===== config.mk =====
export PLATFORM = sky130hd
export DESIGN_NAME = atsc_top
export DESIGN_NICKNAME = d
export VERILOG_FILES = /design/src/verilog/atsc_pkg.sv /design/src/verilog/atsc_reset_pulse.sv /design/src/verilog/atsc_top.sv
export SDC_FILE = /design/constraint.sdc
export NUM_CORES = 1
export LEC_CHECK = 0
export BUFFER_PORTS_ARGS = -buffer_cell sky130_fd_sc_hd__buf_2
export CAP_MARGIN = 10
export CORE_MARGIN = 5
export CORE_UTILIZATION = 29
export CTS_BUF_LIST = sky130_fd_sc_hd__clkbuf_4
export DETAILED_ROUTE_END_ITERATION = 16
export GPL_ROUTABILITY_DRIVEN = 0
export SLEW_MARGIN = 20
export SYNTH_ARGS = -nofsm -noshare
export SYNTH_HDL_FRONTEND = slang
export SYNTH_SLANG_ARGS = --single-unit

===== constraint.sdc =====
create_clock -name clk_sys -period 2.94 [get_ports clk_sys]
set_clock_uncertainty 0.1 [all_clocks]
set_input_delay 0.294 -clock clk_sys [delete_from_list [all_inputs] [get_ports clk_sys]]
set_output_delay 0.294 -clock clk_sys [all_outputs]
set_load 0.02 [all_outputs]

===== src/verilog/atsc_pkg.sv =====
// shared constants and types for the at system control ports
// Operation
// - port b bit0 gates timer channel 2
// - port b bit1 gates timer 2 to speaker
// - bit2 or override disables parity sampling
// - bit3 set disables channel check sampling
// - bit4 toggles on each refresh cycle
// - bit5 reads timer channel 2 output
// - channel check sets io status, sticky
// - parity error each clock sets parity status
// - parity status clears when checking disabled
// - index bits 6:0 drive rtc index
// - index bit7 write masks nmi
// - nmi off at reset, else status or
// - fast port answers only when enabled
// - fast port at 92h, resets to 00h
// - fast port bit1 forces addr20 low
// - bit0 rise gives delayed reset pulse
// - one pulse per zero to one change made while no pulse is pending
// - bit0 stays set after programmed reset
// - keyboard reset and a20 merged in
// - kbc select on 60h 62h 64h, irq1
package atsc_pkg;
	localparam logic [15:0] ADDR_KBC_DATA = 16'h0060;
	localparam logic [15:0] ADDR_SYS_CTRL = 16'h0061;
	localparam logic [15:0] ADDR_KBC_AUX = 16'h0062;
	localparam logic [15:0] ADDR_KBC_CMD = 16'h0064;
	localparam logic [15:0] ADDR_RTC_INDEX = 16'h0070;
	localparam logic [15:0] ADDR_FAST_PORT = 16'h0092;
	localparam logic [7:0] FAST_PORT_RESET = 8'h00;
	localparam logic [7:0] SYS_CTRL_RESET = 8'h00;
	localparam logic [6:0] RTC_INDEX_RESET = 7'h00;
	localparam logic NMI_MASK_RESET = 1'b1;
	localparam int SC_TMR_GATE = 0;
	localparam int SC_SPK_DATA = 1;
	localparam int SC_PAR_DIS = 2;
	localparam int SC_CHK_DIS = 3;
	localparam int SC_REFRESH = 4;
	localparam int SC_TMR_OUT = 5;
	localparam int SC_IO_CHK = 6;
	localparam int SC_PAR_CHK = 7;
	localparam int FP_RESET_BIT = 0;
	localparam int FP_A20_BIT = 1;
	localparam int RTC_MASK_BIT = 7;
	localparam int CLK_PERIOD_PS = 4000;
	localparam int RESET_DELAY_PS = 6720000;
	localparam int RESET_PULSE_MIN_PS = 125000;
	localparam int RESET_PULSE_MAX_PS = 150000;
	localparam int RESET_DELAY_CYC = RESET_DELAY_PS / CLK_PERIOD_PS;
	localparam int RESET_PULSE_CYC = (RESET_PULSE_MIN_PS + CLK_PERIOD_PS - 1) / CLK_PERIOD_PS;
	localparam int RESET_PULSE_MAX_CYC = RESET_PULSE_MAX_PS / CLK_PERIOD_PS;

	typedef struct packed {
		logic [15:0] addr;
		logic [7:0] wdata;
		logic wr;
		logic rd;
	} atsc_io_req_t;

	typedef struct packed {
		logic [7:0] rdata;
		logic rvalid;
	} atsc_io_rsp_t;
endpackage


===== src/verilog/atsc_reset_pulse.sv =====
// delayed fixed-width reset pulse generator
`timescale 1ns/1ps
module atsc_reset_pulse #(
	parameter int DELAY_CYC = atsc_pkg::RESET_DELAY_CYC,
	parameter int WIDTH_CYC = atsc_pkg::RESET_PULSE_CYC,
	parameter int CNT_W = 12
) (
	input wire logic clk_sys,
	input wire logic rst_b,
	input wire logic trigger,
	output logic pulse,
	output logic busy
);
	typedef enum logic [1:0] {ATSC_IDLE, ATSC_WAIT, ATSC_PULSE} atsc_rp_state_t;

	if (DELAY_CYC < 8 || WIDTH_CYC < 8 ||
		DELAY_CYC >= (1 << CNT_W) || WIDTH_CYC >= (1 << CNT_W)) begin : g_chk
		$error("atsc_reset_pulse: counts out of range");
	end

	localparam logic [CNT_W-1:0] DELAY_LAST = CNT_W'(DELAY_CYC - 1);
	localparam logic [CNT_W-1:0] WIDTH_LAST = CNT_W'(WIDTH_CYC - 1);

	atsc_rp_state_t state_reg, state_next;
	logic [CNT_W-1:0] cnt_reg, cnt_next;
	logic pulse_reg;

	wire logic wait_done = (cnt_reg == DELAY_LAST);
	wire logic pulse_done = (cnt_reg == WIDTH_LAST);

	// delay after the write, then a fixed pulse
	always_comb begin
		state_next = state_reg;
		cnt_next = cnt_reg + CNT_W'(1);
		unique case (state_reg)
			ATSC_IDLE: begin
				cnt_next = '0;
				if (trigger) begin
					state_next = ATSC_WAIT;
				end
			end
			ATSC_WAIT: begin
				if (wait_done) begin
					state_next = ATSC_PULSE;
					cnt_next = '0;
				end
			end
			ATSC_PULSE: begin
				if (pulse_done) begin
					state_next = ATSC_IDLE;
					cnt_next = '0;
				end
			end
		endcase
	end

	always_ff @(posedge clk_sys) begin
		if (!rst_b) begin
			state_reg <= ATSC_IDLE;
			cnt_reg <= '0;
			pulse_reg <= 1'b0;
		end else begin
			state_reg <= state_next;
			cnt_reg <= cnt_next;
			pulse_reg <= (state_next == ATSC_PULSE);
		end
	end

	assign pulse = pulse_reg;
	assign busy = (state_reg != ATSC_IDLE);

	property p_pulse_width;
		@(posedge clk_sys) disable iff (!rst_b)
		$rose(pulse_reg) |-> pulse_reg [*8];
	endproperty
	a_pulse_width: assert property (p_pulse_width) else $error("reset pulse too short");

	property p_pulse_bound;
		@(posedge clk_sys) disable iff (!rst_b)
		(state_reg == ATSC_PULSE) |-> (cnt_reg <= WIDTH_LAST);
	endproperty
	a_pulse_bound: assert property (p_pulse_bound) else $error("reset pulse too long");

	property p_no_early_pulse;
		@(posedge clk_sys) disable iff (!rst_b)
		(state_reg == ATSC_IDLE && trigger) |=> !pulse_reg [*8];
	endproperty
	a_no_early_pulse: assert property (p_no_early_pulse)
		else $error("reset pulse started early");

	c_pulse: cover property (@(posedge clk_sys) disable iff (!rst_b) $fell(pulse_reg));
endmodule


===== src/verilog/atsc_top.sv =====
// at system control port, rtc index / nmi mask and fast reset / a20 port
`timescale 1ns/1ps
module atsc_top #(
	parameter int RESET_DELAY_CYC = atsc_pkg::RESET_DELAY_CYC,
	parameter int RESET_PULSE_CYC = atsc_pkg::RESET_PULSE_CYC
) (
	input wire logic clk_sys,
	input wire logic rst_b,
	input wire atsc_pkg::atsc_io_req_t io_req,
	output atsc_pkg::atsc_io_rsp_t io_rsp,
	input wire logic fast_port_enable,
	input wire logic parity_override,
	input wire logic timer2_out,
	input wire logic refresh_cycle,
	input wire logic io_check_n,
	input wire logic parity_err_n,
	input wire logic kbc_reset_cpu_n,
	input wire logic kbc_addr20_force_low_n,
	input wire logic kbc_outbuf_full,
	output logic timer2_gate,
	output logic speaker_data,
	output logic parity_sample_dis,
	output logic [6:0] rtc_index,
	output logic nmi,
	output logic addr_bit20_force_low_n,
	output logic cpu_reset_out,
	output logic kbc_select_n,
	output logic irq1
);
	if (RESET_PULSE_CYC * atsc_pkg::CLK_PERIOD_PS < atsc_pkg::RESET_PULSE_MIN_PS ||
		RESET_PULSE_CYC * atsc_pkg::CLK_PERIOD_PS > atsc_pkg::RESET_PULSE_MAX_PS ||
		RESET_DELAY_CYC < 8) begin : g_chk
		$error("atsc_top: reset pulse timing out of range");
	end

	logic [3:0] ctrl_reg;
	logic refresh_tgl_reg;
	logic io_chk_reg;
	logic par_chk_reg;
	logic [6:0] rtc_idx_reg;
	logic nmi_mask_reg;
	logic [7:0] fast_port_reg;
	logic nmi_reg;
	logic par_dis_reg;
	logic spk_reg;
	logic a20_n_reg;
	logic cpu_rst_reg;
	logic kbc_sel_n_reg;
	logic irq1_reg;
	logic [7:0] rdata_reg;
	logic rvalid_reg;
	logic fast_pulse;
	logic fast_busy;

	// address decode
	wire logic hit_ctrl = (io_req.addr == atsc_pkg::ADDR_SYS_CTRL);
	wire logic hit_rtc = (io_req.addr == atsc_pkg::ADDR_RTC_INDEX);
	wire logic hit_fast = (io_req.addr == atsc_pkg::ADDR_FAST_PORT) &&
		fast_port_enable;
	wire logic hit_kbc = (io_req.addr == atsc_pkg::ADDR_KBC_DATA) ||
		(io_req.addr == atsc_pkg::ADDR_KBC_AUX) ||
		(io_req.addr == atsc_pkg::ADDR_KBC_CMD);
	wire logic wr_ctrl = io_req.wr && hit_ctrl;
	wire logic wr_rtc = io_req.wr && hit_rtc;
	wire logic wr_fast = io_req.wr && hit_fast;

	// control bits after a write; status bits 7:4 never written
	wire logic [3:0] ctrl_next = wr_ctrl ? io_req.wdata[3:0] : ctrl_reg;
	wire logic par_dis = ctrl_reg[atsc_pkg::SC_PAR_DIS] || parity_override;
	wire logic chk_dis = ctrl_reg[atsc_pkg::SC_CHK_DIS];

	// sticky status: set needs sampling enabled, clear needs it disabled
	wire logic io_chk_next = chk_dis ? 1'b0 : (io_chk_reg || !io_check_n);
	wire logic par_chk_next = par_dis ? 1'b0 : (par_chk_reg || !parity_err_n);

	wire logic [7:0] fast_next = wr_fast ? io_req.wdata : fast_port_reg;
	// only a zero to one change of bit0 arms the pulse
	wire logic fast_arm = wr_fast && io_req.wdata[atsc_pkg::FP_RESET_BIT] &&
		!fast_port_reg[atsc_pkg::FP_RESET_BIT];

	wire logic [7:0] ctrl_view = {par_chk_reg, io_chk_reg, timer2_out, refresh_tgl_reg,
		ctrl_reg};
	wire logic [7:0] rtc_view = {1'b0, rtc_idx_reg};
	wire logic [7:0] rd_mux = hit_ctrl ? ctrl_view :
		hit_rtc ? rtc_view :
		hit_fast ? fast_port_reg : 8'h00;
	wire logic rd_hit = io_req.rd && (hit_ctrl || hit_rtc || hit_fast);

	// merged sources for a20 clamp and cpu reset
	wire logic a20_force = fast_port_reg[atsc_pkg::FP_A20_BIT] ||
		!kbc_addr20_force_low_n;
	wire logic cpu_rst = fast_pulse || !kbc_reset_cpu_n;
	wire logic nmi_next = !nmi_mask_reg && (par_chk_reg || io_chk_reg);

	always_ff @(posedge clk_sys) begin
		if (!rst_b) begin
			ctrl_reg <= atsc_pkg::SYS_CTRL_RESET[3:0];
			io_chk_reg <= 1'b0;
			par_chk_reg <= 1'b0;
			par_dis_reg <= 1'b0;
		end else begin
			ctrl_reg <= ctrl_next;
			par_dis_reg <= ctrl_next[atsc_pkg::SC_PAR_DIS] || parity_override;
			io_chk_reg <= io_chk_next;
			par_chk_reg <= par_chk_next;
		end
	end

	always_ff @(posedge clk_sys) begin
		if (!rst_b) begin
			refresh_tgl_reg <= 1'b0;
		end else if (refresh_cycle) begin
			refresh_tgl_reg <= !refresh_tgl_reg;
		end
	end

	always_ff @(posedge clk_sys) begin
		if (!rst_b) begin
			rtc_idx_reg <= atsc_pkg::RTC_INDEX_RESET;
			nmi_mask_reg <= atsc_pkg::NMI_MASK_RESET;
		end else if (wr_rtc) begin
			rtc_idx_reg <= io_req.wdata[6:0];
			nmi_mask_reg <= io_req.wdata[atsc_pkg::RTC_MASK_BIT];
		end
	end

	// bit0 is left as written, so it still reads 1 after the reset pulse
	always_ff @(posedge clk_sys) begin
		if (!rst_b) begin
			fast_port_reg <= atsc_pkg::FAST_PORT_RESET;
		end else begin
			fast_port_reg <= fast_next;
		end
	end

	always_ff @(posedge clk_sys) begin
		if (!rst_b) begin
			nmi_reg <= 1'b0;
			spk_reg <= 1'b0;
			a20_n_reg <= 1'b1;
			cpu_rst_reg <= 1'b0;
			kbc_sel_n_reg <= 1'b1;
			irq1_reg <= 1'b0;
		end else begin
			nmi_reg <= nmi_next;
			spk_reg <= timer2_out && ctrl_reg[atsc_pkg::SC_SPK_DATA];
			a20_n_reg <= !a20_force;
			cpu_rst_reg <= cpu_rst;
			kbc_sel_n_reg <= !((io_req.rd || io_req.wr) && hit_kbc);
			irq1_reg <= kbc_outbuf_full;
		end
	end

	always_ff @(posedge clk_sys) begin
		if (!rst_b) begin
			rdata_reg <= 8'h00;
			rvalid_reg <= 1'b0;
		end else begin
			rdata_reg <= rd_mux;
			rvalid_reg <= rd_hit;
		end
	end

	atsc_reset_pulse #(
		.DELAY_CYC(RESET_DELAY_CYC),
		.WIDTH_CYC(RESET_PULSE_CYC),
		.CNT_W(12)
	) u_reset_pulse (
		.clk_sys(clk_sys),
		.rst_b(rst_b),
		.trigger(fast_arm),
		.pulse(fast_pulse),
		.busy(fast_busy)
	);

	assign timer2_gate = ctrl_reg[atsc_pkg::SC_TMR_GATE];
	assign speaker_data = spk_reg;
	assign parity_sample_dis = par_dis_reg;
	assign rtc_index = rtc_idx_reg;
	assign nmi = nmi_reg;
	assign addr_bit20_force_low_n = a20_n_reg;
	assign cpu_reset_out = cpu_rst_reg;
	assign kbc_select_n = kbc_sel_n_reg;
	assign irq1 = irq1_reg;
	assign io_rsp.rdata = rdata_reg;
	assign io_rsp.rvalid = rvalid_reg;

	property p_gate_write;
		@(posedge clk_sys) disable iff (!rst_b)
		wr_ctrl |=> timer2_gate == $past(io_req.wdata[0]);
	endproperty
	a_gate_write: assert property (p_gate_write) else $error("timer gate not written");

	property p_speaker;
		@(posedge clk_sys) disable iff (!rst_b)
		!ctrl_reg[atsc_pkg::SC_SPK_DATA] |=> !speaker_data;
	endproperty
	a_speaker: assert property (p_speaker) else $error("speaker passes while gated");

	property p_parity_off;
		@(posedge clk_sys) disable iff (!rst_b)
		(parity_override || ctrl_reg[atsc_pkg::SC_PAR_DIS]) |=> !par_chk_reg;
	endproperty
	a_parity_off: assert property (p_parity_off)
		else $error("parity status with sampling off");

	property p_io_check_set;
		@(posedge clk_sys) disable iff (!rst_b)
		(!io_check_n && !chk_dis) |=> io_chk_reg ##1 (io_chk_reg || $past(chk_dis));
	endproperty
	a_io_check_set: assert property (p_io_check_set) else $error("io check not sticky");

	property p_parity_set;
		@(posedge clk_sys) disable iff (!rst_b)
		(!parity_err_n && !par_dis) |=> par_chk_reg;
	endproperty
	a_parity_set: assert property (p_parity_set) else $error("parity error missed");

	property p_refresh;
		@(posedge clk_sys) disable iff (!rst_b)
		refresh_cycle |=> refresh_tgl_reg != $past(refresh_tgl_reg);
	endproperty
	a_refresh: assert property (p_refresh) else $error("refresh bit did not toggle");

	property p_nmi_mask;
		@(posedge clk_sys) disable iff (!rst_b)
		nmi_mask_reg |=> !nmi;
	endproperty
	a_nmi_mask: assert property (p_nmi_mask) else $error("nmi while masked");

	property p_nmi_follow;
		@(posedge clk_sys) disable iff (!rst_b)
		(!nmi_mask_reg && (par_chk_reg || io_chk_reg)) |=> nmi;
	endproperty
	a_nmi_follow: assert property (p_nmi_follow) else $error("nmi not raised");

	property p_fast_disabled;
		@(posedge clk_sys) disable iff (!rst_b)
		(io_req.wr && !fast_port_enable) |=> $stable(fast_port_reg);
	endproperty
	a_fast_disabled: assert property (p_fast_disabled)
		else $error("fast port written while off");

	property p_a20;
		@(posedge clk_sys) disable iff (!rst_b)
		fast_port_reg[atsc_pkg::FP_A20_BIT] |=> !addr_bit20_force_low_n;
	endproperty
	a_a20: assert property (p_a20) else $error("addr20 clamp not forced");

	property p_one_pulse;
		@(posedge clk_sys) disable iff (!rst_b)
		$rose(fast_busy) |-> $past(fast_arm);
	endproperty
	a_one_pulse: assert property (p_one_pulse) else $error("reset pulse without arming");

	property p_kbc_sel;
		@(posedge clk_sys) disable iff (!rst_b)
		(io_req.wr && hit_kbc) |=> !kbc_select_n;
	endproperty
	a_kbc_sel: assert property (p_kbc_sel) else $error("kbc select missing");

	c_nmi: cover property (@(posedge clk_sys) disable iff (!rst_b) $rose(nmi));
	c_fast_reset: cover property (@(posedge clk_sys) disable iff (!rst_b) $rose(cpu_reset_out));
	c_parity: cover property (@(posedge clk_sys) disable iff (!rst_b) $rose(par_chk_reg));
endmodule

==> impl_metrics.yaml, run 1 <==
final_layout:
  final_net_count: 344
  fillerInstances: 820
  final_layout_size_suffix_gt1_share_pct: 24.92
  layout.cell_area.non_filler_sq_um: 2734
  multi_input_comb_area_sq_um: 1115
  area.sequential_sq_um: 1081
  n_antenna_cell: 0
  area_delta_synth_final_pct: 19.79
  largest_register_ffs: 12
sta:
  rsz0062_at_grt: "false"
  timing_max_transition_violations_final: 0
  final_hold_slack_ns: 0.02080
  relSlewSlack_pct: 51.44
  clock_period_minus_worst_slack_ns: 1.859
  timing.setup.tns_ns: 0
  fin_crit_sh_pct: 63.25
  max_freq_ghz: 0.5378
  setup_viol: 0
  timing_hold_violations_final: 0
  worst_slew_pin_tran_ns: 0.7245
global_routing:
  grt_usage_pct: 11.26
  grt_start_max_net_pins: 43
  grt_antenna_before_repair: 0
  grt_pass1_wl_microns: 8935
  grt_overflow_total: 0
  first_global_vias: 1841
worst_hold_path:
  min_delay_path_depth: 2
  capture_endpoint_of_the_worst_hold_path: "irq1"
  path_type_of_the_worst_min_delay_path: "in2reg"
  hold_path_startpoint: "kbc_outbuf_full"
routing:
  drc: 0
  drt_wl_total_microns: 5430
  detail_routed_net_length_per_standard_cell_microns: 13.34
  firstDrtPassIters: 4
  drtIter0Drc: 63
  via_per_inst: 4.821
  num_vias: 1962
  ant_nets: 0
logic_synthesis:
  synthTopCellsByCount: "dfxtp_1, nor2_1, nand3_1"
  synth.yosys.seq_area_share_pct: 47.37
  number_of_synthesized_flops_with_an_enable_pin: 0
  synth_flop_cell: "dfxtp_1"
  synth.area.top_cells: "dfxtp_1, nand3_1, nor2_1"
  synth_top_area_share_pct: 47.37
  synth_cell_types: 44
  mappedNetlistNets: 286
  syn_area_sq_um: 2282
  netlist.top_cell.by_area: "dfxtp_1"
  postSynthCellCount: 246
  yosys.cell_count.top_type: "dfxtp_1"
  synth-seq-cells: 54
  synthArstFlopShare_pct: 0
  post_synth.cell_area_avg_sq_um: 9.277
  yosys_warnings: 0
power:
  p_total_mw: 1.146
  power.share.switching_pct: 24.34
  total_switching_power_mw: 0.2790
  power-per-cell-area_nw_per_um2: 419.3
  combPwrFrac_pct: 6.4
  power_frac_seq_pct: 64.7
  clk_pwr_share_pct: 28.9
  irDropWorstVdd_mv: 0.1987
  power.internal_mw: 0.8672
  p_leak_nw: 1.083
die:
  chipWidth_microns: 98.71
  boundaryPins: 61
  floorplan.initialDensity_pct: 29.69
  num_rows: 32
  die_y_microns: 98.71
  die-area_sq_um: 9744
  core_region_area_sq_um: 7687
clock_network:
  cts_made_buffers: 5
  tritoncts: "yes"
  count_of_instances_resized_after_the_clock_tree_is_built: 0
  cts-root-buf: "clkbuf_4"
  deepest_clock_path_buffer_count: 2
  cts_num_sinks: 54
  clkLatencyLatePin_ns: 0.38
  cts_htree_levels: 2
  clkSlewWorstSetupHoldPaths_ns: 0.15
run_status:
  status: "finished clean"
worst_setup_path:
  critPathCaptureType: "flop"
  worstRegToRegCells: 6
  worst_ep_required_time_ns: 3.15
  timing.setup.critical_path_class: "reg2reg"
  worst_reg2reg_path_startpoint: "u_reset_pulse.cnt_reg[0]"
  reg2reg_slack_ns: 1.08
  r2r-end: "u_reset_pulse.cnt_reg[5]"
  critical_path_arrival_ns: 2.07
  critical_path.max_fanout: 12
  startpoint_type: "flop"
place:
  io_buffers: 60
  place_area_sq_um: 2658
  post-dp-hpwl_microns: 3884
flow_run:
  maxCapViolCount: 0
==> metal layers <==
metal / GRT usage [%] / vias up / share of wire [%]
met5: 0 / - / 0
met4: 3.571 / 0 / 1.2
met3: 3.114 / 6 / 5.6
met2: 18.30 / 56 / 48
met1: 14.49 / 919 / 45
li1: - / 981 / -
==> cell type report <==
class / instances / share of cell area, %
inverter: 9 / 1.236
clock buffer: 5 / 1.373
sequential: 54 / 39.54
timing repair buffer: 62 / 11.72
clock inverter: 3 / 0.6865
tap: 102 / 4.668
multi-input combinational: 172 / 40.78
==> power groups by stage <==
stage | combinational, mW | clock (mW) | sequential, mW
2_1_floorplan | 0.0294 | 0 | 0.760
3_3_place_gp | 0.0714 | 0 | 0.757
3_5_place_dp | 0.0718 | 0 | 0.757
4_1_cts | 0.0741 | 0.350 | 0.742
5_1_grt | 0.0819 | 0.376 | 0.742
6_report | 0.0734 | 0.332 | 0.741
==> worst max-delay path, stage by stage (launching register included) <==
cell     delay (ns)
dfxtp_1        0.36
ha_1           0.24
and4_1         0.25
a31oi_1        0.23
a21oi_1        0.08
or2_2          0.42
nor2_1         0.13
==> worst max-delay path by stage <==
stage                     depth (start not counted)                startpoint                         to
after floorplan                                   7  u_reset_pulse.cnt_reg[0]  u_reset_pulse.cnt_reg[10]
after global placement                            6                io_req[25]          parity_sample_dis
after detailed placement                          6                io_req[25]          parity_sample_dis
after CTS                                         6  u_reset_pulse.cnt_reg[0]   u_reset_pulse.cnt_reg[5]
after global routing                              6  u_reset_pulse.cnt_reg[0]   u_reset_pulse.cnt_reg[3]
final                                             6  u_reset_pulse.cnt_reg[0]   u_reset_pulse.cnt_reg[5]
==> cells by family (layout without fill, tap and decap cells) <==
group                      Yosys count  count (layout)  share of synthesized area [%]
and+or+nand+nor                    113             113                          27.96
DFF                                 54              54                          47.37
AOI/OAI and AO/OA                   39              39                          12.39
buffers and inverters               20              79                          3.782
xor gates and xnor gates            11              11                          4.222
muxes                                6               6                          2.632
adders and majority gates            3               3                          1.645
==> stage by stage <==
stage / setup WS (ns) / util, % / cells
finish: 1.081 / 35.56 / 407
global route: 0.9643 / 35.56 / 407
CTS: 1.088 / 35.56 / 407
detailed placement: 0.8198 / 34.57 / 397
global placement: 0.8310 / 34.57 / 397
floorplan: 1.220 / - / 246
==> placed cells by master (no fill, tap or decap), drive strengths merged, types with 2 or more instances in the layout <==
master and instances:
xnor2 3, nor3b 3, buf 60, or3 2, dlygate4sd3 2, clkbuf 5
and4 4, a221oi 7, nor2b 11, ha 3, a21boi 16, xor2 8
nor3 4, and3 4, inv 10, nand2b 2, o21ai 8, and2 3
mux2i 6, nor2 26, nand3 20, dfxtp 54, nor4 4, nand2 19
clkinv 2, nand4 4
==> repair_timing <==
item / 4_1_cts / 5_1_grt
hold buffers: 2 / 0
buffers inserted: 0 / 0
hold endpoints to repair: 2 / 0
Power figures use the tool's default switching activity.
==> run 2: changes to the inputs <==
clock period = 1.75 ns   (was 2.94 ns; I/O delays follow)
==> run 2 against run 1 <==
Sequential power increased by 69%. Via count increased by 6.7%. Cell count increased by 8.8%. Critical path type unchanged. Highest routed layer unchanged.
==> impl_metrics.yaml, run 2 (same netlist as run 1, synthesis figures left out) <==
flow_run:
  maxCapViolCount: 0
sta:
  timing_hold_violations_final: 0
  fin_crit_sh_pct: 92.32
  worst_slew_pin_tran_ns: 0.3408
  setup_viol: 0
  timing_max_transition_violations_final: 0
  max_freq_ghz: 0.6190
  relSlewSlack_pct: 77.07
  clock_period_minus_worst_slack_ns: 1.616
  rsz0062_at_grt: "false"
  minimum_setup_slack_in_the_final_design_ns: 0.1344
worst_setup_path:
  worst_ep_required_time_ns: 1.95
  timing.setup.critical_path_class: "reg2reg"
  timing.critical_path.cells: "ha_1 -> and4_1 -> a31oi_2 -> a21oi_1 -> or2_4 -> nor2_1"
  worst_path_largest_cell_delay_ns: 0.34
  critical_path.max_fanout: 12
  critical_path.n_buffers_inverters: 0
  crit_family: "simple AND/OR/NAND/NOR gates"
  critPathCaptureType: "flop"
  critical_path_arrival_ns: 1.82
  startpoint_type: "flop"
  cpMaxStageDelayCell: "dfxtp_1"
run_status:
  status: "finished clean"
die:
  boundaryPins: 61
  num_rows: 32
  core_region_area_sq_um: 7687
  chipWidth_microns: 98.71
  floorplan.initialDensity_pct: 29.69
  die_y_microns: 98.71
  die-area_sq_um: 9744
clock_network:
  cts-root-buf: "clkbuf_4"
  deepest_clock_path_buffer_count: 2
  cts_htree_levels: 2
  tritoncts: "yes"
  cts_made_buffers: 5
  clkLatencyLatePin_ns: 0.37
  clkSlewWorstSetupHoldPaths_ns: 0.16
  cts_num_sinks: 54
  cts.repair_timing.setup_buffer_count: 0
final_layout:
  area_delta_synth_final_pct: 36.02
  final_net_count: 380
  area.sequential_sq_um: 1081
  multi_input_comb_area_sq_um: 1124
  most-common-layout-cells: "buf_2, dfxtp_1, nor2_1"
  layout_commonest_cell: "buf_2"
  final_layout_size_suffix_gt1_share_pct: 27.86
  n_antenna_cell: 0
  largest_register_ffs: 12
  fillerInstances: 792
worst_hold_path:
  path_type_of_the_worst_min_delay_path: "in2reg"
global_routing:
  grt_util_met2_pct: 20.18
  first_global_vias: 2040
  globalRoute.busiestLayer: "met2"
  grt_start_max_net_pins: 37
  grt_pass1_wl_microns: 9356
  grt_usage_pct: 11.68
  grt_antenna_before_repair: 0
  gr-usage-met1_pct: 14.71
  grt_use_met3_pct: 2.972
  grt_overflow_total: 0
routing:
  firstDrtPassIters: 4
  drc: 0
  drtIter0Drc: 64
  via_per_inst: 4.725
  ant_nets: 0
  drt_wl_total_microns: 5662
  detail_routed_net_length_per_standard_cell_microns: 12.78
  num_vias: 2093
place:
  post-dp-hpwl_microns: 4056
  io_buffers: 60
  dp_worst_setup_slack_ns: -0.1438
power:
  irDropWorstVdd_mv: 0.4355
  p_leak_nw: 1.264
  power-per-cell-area_nw_per_um2: 680.3
  p_total_mw: 2.112
==> run 2: power breakdown <==
part / total, mW / internal (mW) / switching, mW / leakage (nW)
Clock: 0.707 / 0.302 / 0.405 / 0.0432
Sequential: 1.25 / 1.24 / 0.00501 / 0.437
Combinational: 0.159 / 0.0879 / 0.0709 / 0.784
Total: 2.11 / 1.63 / 0.481 / 1.26
==> run 2: layout make-up <==
| class | count | area share [%] |
|---|---|---|
| tap | 102 | 4.111 |
| multi-input combinational | 172 | 36.20 |
| clock inverter | 3 | 1.370 |
| sequential | 54 | 34.82 |
| inverter | 9 | 1.088 |
| timing repair buffer | 98 | 21.20 |
| clock buffer | 5 | 1.209 |
==> run 2: per-layer routing <==
metal | share of wire, % | wire, microns
met5 | 0 | 0
met4 | 0.83 | 47
met3 | 5.2 | 292
met2 | 49 | 2750
met1 | 45 | 2571
==> run 2: path summary, 6_finish.rpt <==
check                                               from                          to  slack (ns)  cells past startpoint
worst min-delay path                               rst_b  u_reset_pulse.state_reg[0]        0.01                      2
worst max-delay path            u_reset_pulse.cnt_reg[0]    u_reset_pulse.cnt_reg[2]        0.13                      6
worst min register to register              nmi_mask_reg                         nmi        0.34                      1
worst max register to register  u_reset_pulse.cnt_reg[0]    u_reset_pulse.cnt_reg[2]        0.13                      6
==> run 2: stage by stage <==
| stage | hold WS [ns] | setup TNS [ns] | utilization (%) | cell area, sq um | cells |
|---|---|---|---|---|---|
| global route | 0.004853 | 0 | 40.38 | 3104 | 443 |
| detailed placement | 0.2676 | -1.043 | 36.75 | 2825 | 416 |
| CTS | 0.007571 | 0 | 40.30 | 3098 | 443 |
| global placement | 0.2621 | -0.7131 | 36.75 | 2825 | 416 |
| finish | 0.01342 | 0 | 40.38 | 3104 | 443 |
| floorplan | 0.1543 | 0 | - | 2282 | 246 |
==> run 2: timing repair <==
action                                  4_1_cts  5_1_grt
resized for setup                             1        1
endpoints found under the setup margin        2       10
hold buffers                                 19        0
endpoints found under the hold margin        28        0
